### src/shared/monitor_cfg_params.svh
/*
  offsets, field positions, reset values and counts for the monitor
  interrupt-mode, fan-divisor and shared-pin configuration block.
  assumes inclusion by bare name from the package and the design.
*/
// Overview of operation
// RULE1 - A one in bit 5 of the second mask register keeps the over-temperature status off the interrupt output.
// RULE2 - With bit 6 low the hot status is set at every conversion while above the hot limit until below hysteresis.
// RULE3 - With bit 6 high the hot status is set once on rising above hot and once on falling below hysteresis.
// RULE4 - Bit 7 picks the same repeating or one-time behaviour for the over-temperature status bit.
// RULE5 - A status read clears the status bits, and in one-time mode the next conversion need not set them again.
// RULE6 - Bit 0 of the fan divisor register puts the first tach input in level mode when one, counting when zero.
// RULE7 - Bit 1 of the fan divisor register puts the second tach input in level mode when one, counting when zero.
// RULE8 - Bits 3:2 divide the first tach count clock by 1, 2, 4 or 8.
// RULE9 - Bits 5:4 divide the second tach count clock by 1, 2, 4 or 8.
// RULE10 - In level mode bit 2 high makes the tach input active low, bit 2 low makes it active high.
// RULE11 - Bit 6 high with bit 7 low runs the shared pin as the over-temperature shutdown output.
// RULE12 - Bit 7 high runs the shared pin as a reset output.
// RULE13 - Bits 6 and 7 both low disable the shared pin.
// RULE14 - At power-on the fan divisor register upper nibble is 0101 and the lower nibble comes from the voltage id inputs.
// RULE15 - In counting mode each fan reading holds the count of divided clocks over one revolution.
// RULE16 - With bits 6 and 7 both high the reset mode takes precedence on the shared pin.
`ifndef MONITOR_CFG_PARAMS_SVH
`define MONITOR_CFG_PARAMS_SVH
`define MASK2_OFS 8'h04
`define FANDIV_OFS 8'h05
`define MASK2_RST 8'h00
`define FANDIV_RST_HI 4'h5
`define M2_HOT_MASK 0
`define M2_OST_MASK 5
`define M2_HOT_MODE 6
`define M2_OST_MODE 7
`define FD_MODE_ONE 0
`define FD_MODE_TWO 1
`define FD_POL 2
`define FD_DIV_ONE 2
`define FD_DIV_TWO 4
`define FD_OS_EN 6
`define FD_RST_EN 7
`define FAN_COUNT_MAX 8'hFF
`define VID_LOAD_AT 2'h2
`endif

### src/shared/monitor_cfg_pkg.sv
/*
  types for the monitor configuration block.
  assumes the params header is on the include path.
*/
package monitor_cfg_pkg;
  `include "monitor_cfg_params.svh"
  typedef enum logic [1:0] {PIN_OFF, PIN_OS, PIN_RST} pin_mode_t;
  typedef struct packed {
    logic [7:0] mask2_reg;
    logic [7:0] fandiv_reg;
    logic [1:0] vid_wait_reg;
    logic [3:0] vid_s1_reg;
    logic [3:0] vid_s2_reg;
    logic hot_stat_reg;
    logic ost_stat_reg;
    logic hot_above_reg;
    logic ost_above_reg;
    logic [1:0] tach_s1_reg;
    logic [1:0] tach_s2_reg;
    logic [1:0] tach_s3_reg;
    logic [2:0] presc_reg;
    logic [1:0][7:0] cnt_reg;
    logic [1:0][7:0] reading_reg;
    logic [1:0] lvl_alarm_reg;
    pin_mode_t pin_mode_reg;
    logic pin_oe_reg;
    logic irq_reg;
    logic [7:0] rd_data_reg;
  } cfg_state_t;
endpackage

### src/rtl/monitor_irq_mode_fan_config.sv
/*
  mask/mode bits of the second interrupt mask register, the fan divisor
  and shared-pin register, the two status bits they steer, the tach
  counters and the shared pin drive.
  assumes the serial bus engine, the comparators and the reset source
  all run on CLK_SYS; tach and voltage id pins are asynchronous.
*/
`timescale 1ns/100ps
`default_nettype none
`include "monitor_cfg_params.svh"
module monitor_irq_mode_fan_config
  import monitor_cfg_pkg::*;
(
  // clock, reset, enable
  input wire logic CLK_SYS,
  input wire logic RST_B,
  input wire logic CE,
  // register port from the serial bus engine
  input wire logic WR_EN,
  input wire logic RD_EN,
  input wire logic [7:0] ADDR,
  input wire logic [7:0] WR_DATA,
  output logic [7:0] RD_DATA,
  // conversion results and status read
  input wire logic CONV_DONE,
  input wire logic HOT_ABOVE,
  input wire logic HOT_BELOW_HYST,
  input wire logic OST_ABOVE,
  input wire logic OST_BELOW_HYST,
  input wire logic STATUS_RD,
  output logic HOT_STATUS,
  output logic OST_STATUS,
  output logic IRQ_OUT,
  // tach and voltage id pins
  input wire logic TACH_INPUT_ONE,
  input wire logic TACH_INPUT_TWO,
  input wire logic [3:0] VOLTAGE_ID_INPUTS,
  output logic [7:0] FAN_READING_ONE,
  output logic [7:0] FAN_READING_TWO,
  output logic [1:0] FAN_LEVEL_ALARM,
  // shared reset / over-temperature pin, open drain active low
  input wire logic RESET_REQ,
  input wire logic OVERTEMP_SHUTDOWN_OUTPUT,
  output logic SHARED_PIN_O,
  output logic SHARED_PIN_OE,
  output logic [1:0] PIN_MODE
);
  logic rst_s1, rst_n;
  cfg_state_t st_reg, st_next;
  logic [1:0] hot_upd, ost_upd;
  logic [1:0] tach_rise, tick;
  logic [1:0] fan_level;
  logic [1:0][1:0] div_code;
  logic [2:0] div_mask;

  // one status source: returns {set, new above-state}
  function automatic logic [1:0] status_step(input logic one_time, input logic above_st,
                                             input logic conv, input logic above, input logic below);
    logic nst;
    logic set;
    nst = above_st;
    set = 1'b0;
    if (conv) begin
      nst = above ? 1'b1 : (below ? 1'b0 : above_st);
      if (one_time) begin
        set = (~above_st & above) | (above_st & below); // RULE3
      end else begin
        set = nst; // RULE2
      end
    end
    return {set, nst};
  endfunction

  // reset release through two flops
  always_ff @(posedge CLK_SYS or negedge RST_B) begin
    if (!RST_B) begin
      rst_s1 <= 1'b0;
      rst_n <= 1'b0;
    end else begin
      rst_s1 <= 1'b1;
      rst_n <= rst_s1;
    end
  end

  // next-state logic for the whole block
  always_comb begin
    st_next = st_reg;
    // synchronisers; first stage only feeds the second
    st_next.vid_s1_reg = VOLTAGE_ID_INPUTS;
    st_next.vid_s2_reg = st_reg.vid_s1_reg;
    st_next.tach_s1_reg = {TACH_INPUT_TWO, TACH_INPUT_ONE};
    st_next.tach_s2_reg = st_reg.tach_s1_reg;
    st_next.tach_s3_reg = st_reg.tach_s2_reg;
    // register writes
    if (WR_EN && ADDR == `MASK2_OFS) begin
      st_next.mask2_reg = WR_DATA;
    end
    if (WR_EN && ADDR == `FANDIV_OFS) begin
      st_next.fandiv_reg = WR_DATA;
    end
    // strap: voltage id caught once the synchroniser has filled after release
    if (st_reg.vid_wait_reg != 2'h3) begin
      st_next.vid_wait_reg = st_reg.vid_wait_reg + 2'h1;
    end
    if (st_reg.vid_wait_reg == `VID_LOAD_AT && !(WR_EN && ADDR == `FANDIV_OFS)) begin
      st_next.fandiv_reg[3:0] = st_reg.vid_s2_reg; // RULE14
    end
    // status bits: a set in the read cycle wins over the clear
    hot_upd = status_step(st_reg.mask2_reg[`M2_HOT_MODE], st_reg.hot_above_reg, CONV_DONE,
                          HOT_ABOVE, HOT_BELOW_HYST);
    ost_upd = status_step(st_reg.mask2_reg[`M2_OST_MODE], st_reg.ost_above_reg, CONV_DONE,
                          OST_ABOVE, OST_BELOW_HYST); // RULE4
    st_next.hot_above_reg = hot_upd[0];
    st_next.ost_above_reg = ost_upd[0];
    st_next.hot_stat_reg = hot_upd[1] | (st_reg.hot_stat_reg & ~STATUS_RD); // RULE5
    st_next.ost_stat_reg = ost_upd[1] | (st_reg.ost_stat_reg & ~STATUS_RD); // RULE5
    // interrupt output lags the status bits by one cycle
    st_next.irq_reg = (st_reg.hot_stat_reg & ~st_reg.mask2_reg[`M2_HOT_MASK]) |
                      (st_reg.ost_stat_reg & ~st_reg.mask2_reg[`M2_OST_MASK]); // RULE1
    // tach measurement; the prescaler runs free so a reading can gain or lose one with the fan phase
    st_next.presc_reg = st_reg.presc_reg + 3'h1;
    div_code[0] = st_reg.fandiv_reg[`FD_DIV_ONE +: 2]; // RULE8
    div_code[1] = st_reg.fandiv_reg[`FD_DIV_TWO +: 2]; // RULE9
    fan_level[0] = st_reg.fandiv_reg[`FD_MODE_ONE]; // RULE6
    fan_level[1] = st_reg.fandiv_reg[`FD_MODE_TWO]; // RULE7
    div_mask = 3'h0;
    for (int i = 0; i < 2; i++) begin
      div_mask = 3'((4'h1 << div_code[i]) - 4'h1);
      tick[i] = (st_reg.presc_reg & div_mask) == 3'h0;
      tach_rise[i] = st_reg.tach_s2_reg[i] & ~st_reg.tach_s3_reg[i];
      if (fan_level[i]) begin
        // one polarity bit serves both inputs
        st_next.lvl_alarm_reg[i] = st_reg.fandiv_reg[`FD_POL] ? ~st_reg.tach_s2_reg[i]
                                                               : st_reg.tach_s2_reg[i]; // RULE10
        st_next.cnt_reg[i] = 8'h00;
      end else begin
        st_next.lvl_alarm_reg[i] = 1'b0;
        if (tach_rise[i]) begin
          st_next.reading_reg[i] = st_reg.cnt_reg[i]; // RULE15
          st_next.cnt_reg[i] = 8'h00;
        end else if (tick[i] && st_reg.cnt_reg[i] != `FAN_COUNT_MAX) begin
          st_next.cnt_reg[i] = st_reg.cnt_reg[i] + 8'h01; // saturates for a stopped fan
        end
      end
    end
    // shared pin mode, reset wins when both enables are set
    if (st_reg.fandiv_reg[`FD_RST_EN]) begin
      st_next.pin_mode_reg = PIN_RST; // RULE12 RULE16
    end else if (st_reg.fandiv_reg[`FD_OS_EN]) begin
      st_next.pin_mode_reg = PIN_OS; // RULE11
    end else begin
      st_next.pin_mode_reg = PIN_OFF; // RULE13
    end
    unique case (st_reg.pin_mode_reg)
      PIN_RST: st_next.pin_oe_reg = RESET_REQ;
      PIN_OS: st_next.pin_oe_reg = OVERTEMP_SHUTDOWN_OUTPUT;
      PIN_OFF: st_next.pin_oe_reg = 1'b0;
      default: st_next.pin_oe_reg = 1'b0;
    endcase
    // read data, unmapped offsets read zero
    if (RD_EN) begin
      st_next.rd_data_reg = (ADDR == `MASK2_OFS) ? st_reg.mask2_reg :
                            (ADDR == `FANDIV_OFS) ? st_reg.fandiv_reg : 8'h00;
    end
  end

  // state register, frozen while CE is low
  always_ff @(posedge CLK_SYS or negedge rst_n) begin
    if (!rst_n) begin
      st_reg <= '0;
      st_reg.mask2_reg <= `MASK2_RST;
      st_reg.fandiv_reg <= {`FANDIV_RST_HI, 4'h0}; // RULE14
      st_reg.pin_mode_reg <= PIN_RST;
    end else if (CE) begin
      st_reg <= st_next;
    end
  end

  // outputs straight from the state flops, except SHARED_PIN_O which is tied low
  assign RD_DATA = st_reg.rd_data_reg;
  assign HOT_STATUS = st_reg.hot_stat_reg;
  assign OST_STATUS = st_reg.ost_stat_reg;
  assign IRQ_OUT = st_reg.irq_reg;
  assign FAN_READING_ONE = st_reg.reading_reg[0];
  assign FAN_READING_TWO = st_reg.reading_reg[1];
  assign FAN_LEVEL_ALARM = st_reg.lvl_alarm_reg;
  assign SHARED_PIN_O = 1'b0;
  assign SHARED_PIN_OE = st_reg.pin_oe_reg;
  assign PIN_MODE = st_reg.pin_mode_reg;

  // checks
  property p_ost_mask;
    @(posedge CLK_SYS) disable iff (!rst_n)
      CE && st_reg.mask2_reg[`M2_OST_MASK] && !st_reg.hot_stat_reg |=> !IRQ_OUT;
  endproperty
  a_ost_mask: assert property (p_ost_mask) else $error("masked overtemp reached irq"); // RULE1
  property p_hot_repeat;
    @(posedge CLK_SYS) disable iff (!rst_n)
      CE && CONV_DONE && !st_reg.mask2_reg[`M2_HOT_MODE] && HOT_ABOVE |=> HOT_STATUS;
  endproperty
  a_hot_repeat: assert property (p_hot_repeat) else $error("repeat mode missed a hot set"); // RULE2
  property p_hot_once;
    @(posedge CLK_SYS) disable iff (!rst_n)
      CE && CONV_DONE && st_reg.mask2_reg[`M2_HOT_MODE] && st_reg.hot_above_reg && !HOT_BELOW_HYST
      && STATUS_RD |=> !HOT_STATUS;
  endproperty
  a_hot_once: assert property (p_hot_once) else $error("one-time mode set hot again"); // RULE3
  property p_ost_once;
    @(posedge CLK_SYS) disable iff (!rst_n)
      CE && CONV_DONE && st_reg.mask2_reg[`M2_OST_MODE] && !st_reg.ost_above_reg && OST_ABOVE
      |=> OST_STATUS && st_reg.ost_above_reg;
  endproperty
  a_ost_once: assert property (p_ost_once) else $error("one-time overtemp crossing missed"); // RULE4
  property p_clear;
    @(posedge CLK_SYS) disable iff (!rst_n)
      CE && STATUS_RD && !CONV_DONE |=> !HOT_STATUS && !OST_STATUS;
  endproperty
  a_clear: assert property (p_clear) else $error("status read did not clear"); // RULE5
  property p_level_alarm;
    @(posedge CLK_SYS) disable iff (!rst_n)
      CE && st_reg.fandiv_reg[`FD_MODE_ONE] && st_reg.fandiv_reg[`FD_POL] |=>
      FAN_LEVEL_ALARM[0] == !$past(st_reg.tach_s2_reg[0]);
  endproperty
  a_level_alarm: assert property (p_level_alarm) else $error("level alarm polarity wrong"); // RULE6 RULE10
  property p_count_mode;
    @(posedge CLK_SYS) disable iff (!rst_n)
      CE && !st_reg.fandiv_reg[`FD_MODE_TWO] |=> !FAN_LEVEL_ALARM[1];
  endproperty
  a_count_mode: assert property (p_count_mode) else $error("count mode raised level alarm"); // RULE7
  property p_div8;
    @(posedge CLK_SYS) disable iff (!rst_n)
      CE && st_reg.fandiv_reg[`FD_DIV_ONE +: 2] == 2'h3 && st_reg.presc_reg != 3'h0 |=>
      st_reg.cnt_reg[0] == $past(st_reg.cnt_reg[0]) || st_reg.cnt_reg[0] == 8'h00;
  endproperty
  a_div8: assert property (p_div8) else $error("divide by eight counted off tick"); // RULE8 RULE15
  property p_pin_mode;
    @(posedge CLK_SYS) disable iff (!rst_n)
      CE |=> PIN_MODE == ($past(st_reg.fandiv_reg[`FD_RST_EN]) ? PIN_RST :
                          $past(st_reg.fandiv_reg[`FD_OS_EN]) ? PIN_OS : PIN_OFF);
  endproperty
  a_pin_mode: assert property (p_pin_mode) else $error("shared pin mode wrong"); // RULE11 RULE12 RULE16
  property p_pin_off;
    @(posedge CLK_SYS) disable iff (!rst_n)
      CE && PIN_MODE == PIN_OFF |=> !SHARED_PIN_OE;
  endproperty
  a_pin_off: assert property (p_pin_off) else $error("disabled pin driven"); // RULE13
  property p_strap;
    @(posedge CLK_SYS) disable iff (!rst_n)
      CE && st_reg.vid_wait_reg == `VID_LOAD_AT && !WR_EN |=>
      st_reg.fandiv_reg == {`FANDIV_RST_HI, $past(st_reg.vid_s2_reg)};
  endproperty
  a_strap: assert property (p_strap) else $error("voltage id strap not loaded"); // RULE14
endmodule
`default_nettype wire

### config.mk
export PLATFORM = sky130hd
export DESIGN_NAME = monitor_irq_mode_fan_config
export DESIGN_NICKNAME = d
export VERILOG_FILES = /design/src/shared/monitor_cfg_pkg.sv /design/src/rtl/monitor_irq_mode_fan_config.sv
export VERILOG_INCLUDE_DIRS = /design/src /design/src/shared
export SDC_FILE = /design/constraint.sdc
export NUM_CORES = 1
export LEC_CHECK = 0
export ABC_AREA = 1
export BUFFER_PORTS_ARGS = -buffer_cell sky130_fd_sc_hd__buf_2
export CAP_MARGIN = 20
export CORE_MARGIN = 5
export CORE_UTILIZATION = 45
export DETAILED_ROUTE_END_ITERATION = 10
export PLACE_DENSITY = 0.66
export SLEW_MARGIN = 25
export SYNTH_ARGS = -nofsm -noshare
export SYNTH_HDL_FRONTEND = slang
export SYNTH_SLANG_ARGS = --single-unit
export TNS_END_PERCENT = 20
### constraint.sdc
create_clock -name CLK_SYS -period 2.58 [get_ports CLK_SYS]
set_input_delay 0.516 -clock CLK_SYS [delete_from_list [all_inputs] [get_ports CLK_SYS]]
set_output_delay 0.516 -clock CLK_SYS [all_outputs]
set_load 0.005 [all_outputs]
After elaboration in Yosys (flattened, before gate mapping):

Cells that the tools add are included.

* shift-type cells: 2
* equal/unequal tests: 8
* bitwise gates (word level): 28
* reductions and logical operators: 21
* multiplexer cells: 25
* add/sub/neg operators: 6

Operators with widths (count)
* 8-bit two-way mux: 8
* 8-bit by 1-bit adder with 8-bit output (second input constant): 2
* 8-bit by 3-bit equality test with 1-bit output (second input constant): 2
* 8-bit inequality test (second input constant): 2
* 2-bit AND reduction: 8
* 1-bit two-way mux: 13
* 1-bit NOT: 11
* 1-bit AND: 10
* 4-bit two-way mux: 2
* 3-bit AND: 2
* 3-bit logical NOT: 2
* 3-bit AND reduction: 2
* 3-bit nonzero test: 2
* 1-bit by 2-bit left shift with 3-bit output (first input constant): 2
* 3-bit by 1-bit subtractor with 3-bit output (second input constant): 2
* 1-bit logical AND: 5
* 1-bit OR: 5
* 2-bit equality test (second input constant): 2
* 3-bit by 1-bit adder with 3-bit output (second input constant): 1
* 2-bit by 1-bit adder with 2-bit output (second input constant): 1
* 2-bit by 1-bit equality test with 1-bit output (second input constant): 1
* 2-bit two-way mux: 1
* 2-bit inequality test (second input constant): 1
* 1-bit case mux with 2 select lines: 1
* other kinds (2): 2

* output and inout bits: 33
* logic and storage cells: 115
* bits in registers: 87

Longest topological paths before layout:

* depth after elaboration: 8
* gate-level depth with buffers: 10
* mapped depth without buffers: 10

Worst setup path after synthesis:

No wires, ideal clock.

* path kind: input to register
* from: in CE
* to: reg st_reg (netlist bit FAN_READING_TWO[6])
* path buffers: 2
* required time: 2455 ps
* stages: 6
* setup time: 125 ps
* slack: 1158 ps
* data arrival time: 1297 ps
* cell sequence: buf_4 -> inv_2 -> nor2_1 -> nand2_1 -> buf_6 -> mux2_4

* longest elaborated chain between the ends: 1

RTL lines
* from (decl): line monitor_irq_mode_fan_config.sv:17 `input wire logic CE,`
* 3-bit AND reduction (no source line)
* to (signal assigned): line monitor_irq_mode_fan_config.sv:175 `st_reg <= st_next;`
* to (decl): line monitor_irq_mode_fan_config.sv:49 `cfg_state_t st_reg, st_next;`

No other way between the ends.
A chain may end at the register's enable or synchronous reset.

Final worst setup path:

* from: reg st_reg (netlist bit PIN_MODE[1])
* to: out PIN_MODE[1]

RTL lines
* to (decl): line monitor_irq_mode_fan_config.sv:46 `output logic [1:0] PIN_MODE`

No word-level cell between the ends.

==> impl_metrics.tcl <==
set metrics [dict create \
    status "finished, final reports clean" \
    timing.rr.end "st_reg[45]" \
    rsz0062_at_grt "no" \
    largest_register_ffs 39 \
    dp.cells 689 \
    gp_congestion 0.808 \
    worstPathRequired_ps 2060 \
    synth_edf_count 0 \
    drv_slew 0 \
    wl_um 8550 \
    cts_inserted_buffers 9 \
    drive_gt1_frac 0.209 \
    worstSetupEndpointType "primary output" \
    power_density_nw_per_um2 742 \
    clkSinkCount 87 \
    antenna_found_initial 0 \
    stdcell_count 706 \
    firstDrtPassIters 4 \
    final-seq-area_sq_um 2180 \
    antenna_left 0 \
    startpoint_type "flip-flop" \
    synthFlopType "dfrtp_1" \
    dp_hpwl_um 6230 \
    portBuffers 66 \
    fmax_mhz 651 \
    die_w_um 109 \
    hold_violations 0 \
    chipHeight_um 109 \
    r2r_cells 10 \
    antenna_cells 0 \
    finalCriticalPeriod_ps 1540 \
    cts_max_path_buffers 2 \
    ios 68 \
    placed_area_sq_um 4590 \
    clk_pin_slew_ps 90 \
    postCtsSetupRepairBufs 0 \
    via_per_inst 4.75 \
    cp.arrival_ps 1020 \
    critPathKind "flip-flop to primary output" \
    hp-class "flip-flop to asynchronous set/reset pin" \
    rows 36 \
    fillers 980 \
    synthArstFlopShare 1.00 \
    max_cap_viol_count 0 \
    synth.cell_area_sq_um 4370 \
    grt_usage 0.155 \
    critPathMaxFanout 3 \
    grt-ovfl-total 0 \
    yosysWarnings 0 \
    synth_nets 571 \
    seq_area_frac_synth 0.499 \
    drt-initial-drc-count 151 \
    grt_max_degree 86 \
    cpPeakStageDelay_ps 560 \
    die-area_sq_um 11800 \
    yosys_register_bits 87 \
    cts_tree "done" \
    vias 3350 \
    clock_skew_ps 10.5 \
    synth_cells 529 \
    r2r_slack_ps 1180 \
    setup_viol 0 \
    critPathTopFamily "flip-flops" \
    final_nets 610 \
    cts_max_level 3 \
    pre_cts_ws_ps 689 \
    floorplan.initialDensity 0.453 \
    multiInputGateArea_sq_um 1660 \
    fp.coreArea_sq_um 9640 \
    grt_pass1_wl_um 14500 \
    wl_per_cell_um 12.1 \
    syn_to_final_growth_pct 10.6 \
    finish.instance_area_sq_um 4830 \
    synth_cell_types 31 \
    clk_latency_ps 350 \
    syn_area_per_cell_sq_um 8.26 \
    cpMaxStageDelayCell "dfstp_2" \
    fin_ws_ps 1040 \
    first_global_vias 3163 \
    cts_root_buffer "clkbuf_8" \
    min_period_over_period 0.596 \
    fin_setup_tns_ps 0 \
    r2r-start "st_reg[39]" \
    power_mw 3.59 \
    post-route-drc-count 0 \
    max-vdd-ir-drop_mv 0.313 \
    cp_num_buf_inv 1 \
    path_cells "buf_2" \
    leakage_nw 2.56 \
]
[area by class of cell]
| cell class | instances | share of cell area |
|---|---|---|
| well taps | 133 | 0.0344 |
| clock buffers | 10 | 0.0285 |
| inverters | 59 | 0.0458 |
| repair buffers | 70 | 0.0777 |
| multi-input cells | 341 | 0.343 |
| clock inverters | 6 | 0.0189 |
| flip-flops and latches | 87 | 0.452 |
[synth_stat cells (5+ instances only)]
cell type  number  area share
dfrtp_1        84        0.48
nand2_1       174        0.15
nor2_2          5      0.0072
buf_4          31       0.053
nor2_1         20       0.017
o21ai_1        15       0.017
mux2_2          5       0.013
inv_1          55       0.047
ha_1            7       0.020
nand3_1        32       0.037
or2_2           5      0.0072
a21oi_1        10       0.011
o21ai_0        43       0.049
buf_2           6      0.0069
[cell families after synthesis]
| kind of cell | synth area share |
|---|---|
| mux | 0.0198 |
| fa+ha+maj | 0.0200 |
| simple gates | 0.247 |
| other cells | 0.00172 |
| buf+inv | 0.122 |
| flops | 0.499 |
| compound gates | 0.0839 |
| xor+xnor | 0.00601 |
[per-layer routing]
layer	part of all wire	wire length (um)	track usage
met5	0	0	0
met4	0.013	114	0.0514
met3	0.043	372	0.0316
met2	0.47	3990	0.252
met1	0.48	4080	0.208
[placed cells by master, fill, tap and decap left out, types with 2 or more instances in the layout]
master | Yosys | final
nand3_1 | 32 | 32
nor2_1 | 20 | 20
nand2_4 | 2 | 2
dfrtp_1 | 84 | 83
nand2_1 | 174 | 174
ha_1 | 7 | 7
mux2_2 | 5 | 5
nand3b_1 | 3 | 3
o21ai_1 | 15 | 15
or2_2 | 5 | 5
buf_4 | 31 | 2
buf_2 | 6 | 66
bufinv_16 | 0 | 2
o21ai_0 | 43 | 43
a21oi_1 | 10 | 10
clkbuf_8 | 0 | 10
nor2_2 | 5 | 5
inv_1 | 55 | 55
clkinvlp_4 | 0 | 3
inv_2 | 4 | 4
dfstp_2 | 3 | 3
nand2_2 | 3 | 3
xor2_1 | 3 | 3
mux2_4 | 2 | 2
nand3_2 | 2 | 2
nand4_1 | 2 | 2
conb_1 | 2 | 2
a22o_1 | 2 | 2
[worst max-delay path by stage]
stage                 from                 end  cells after the start
6_report       PIN_MODE[1]         PIN_MODE[1]                      1
5_1_grt                 CE         div_code[0]                      9
4_1_cts        PIN_MODE[1]         PIN_MODE[1]                      1
3_5_place_dp            CE          st_reg[84]                      7
3_3_place_gp            CE          st_reg[84]                      7
2_1_floorplan        rst_n  FAN_LEVEL_ALARM[0]                      0
[stage by stage]
stage / hold slack (ps) / utilization
after floorplan: 220 / -
after global placement: 303 / 0.477
after detailed placement: 303 / 0.477
after CTS: 356 / 0.501
after global routing: 364 / 0.501
final: 359 / 0.501
[what timing repair did]
item                                   CTS  global route
hold buffers                             1             0
resized for setup                        0             0
setup endpoints to repair                0             0
endpoints found under the hold margin    2             0
[power breakdown]
group | internal [mW] | switching (mW)
logic | 0.311 | 0.447
registers | 1.57 | 0.181
clock network | 0.575 | 0.500
Note: power is estimated with default switching activity, not from simulation.
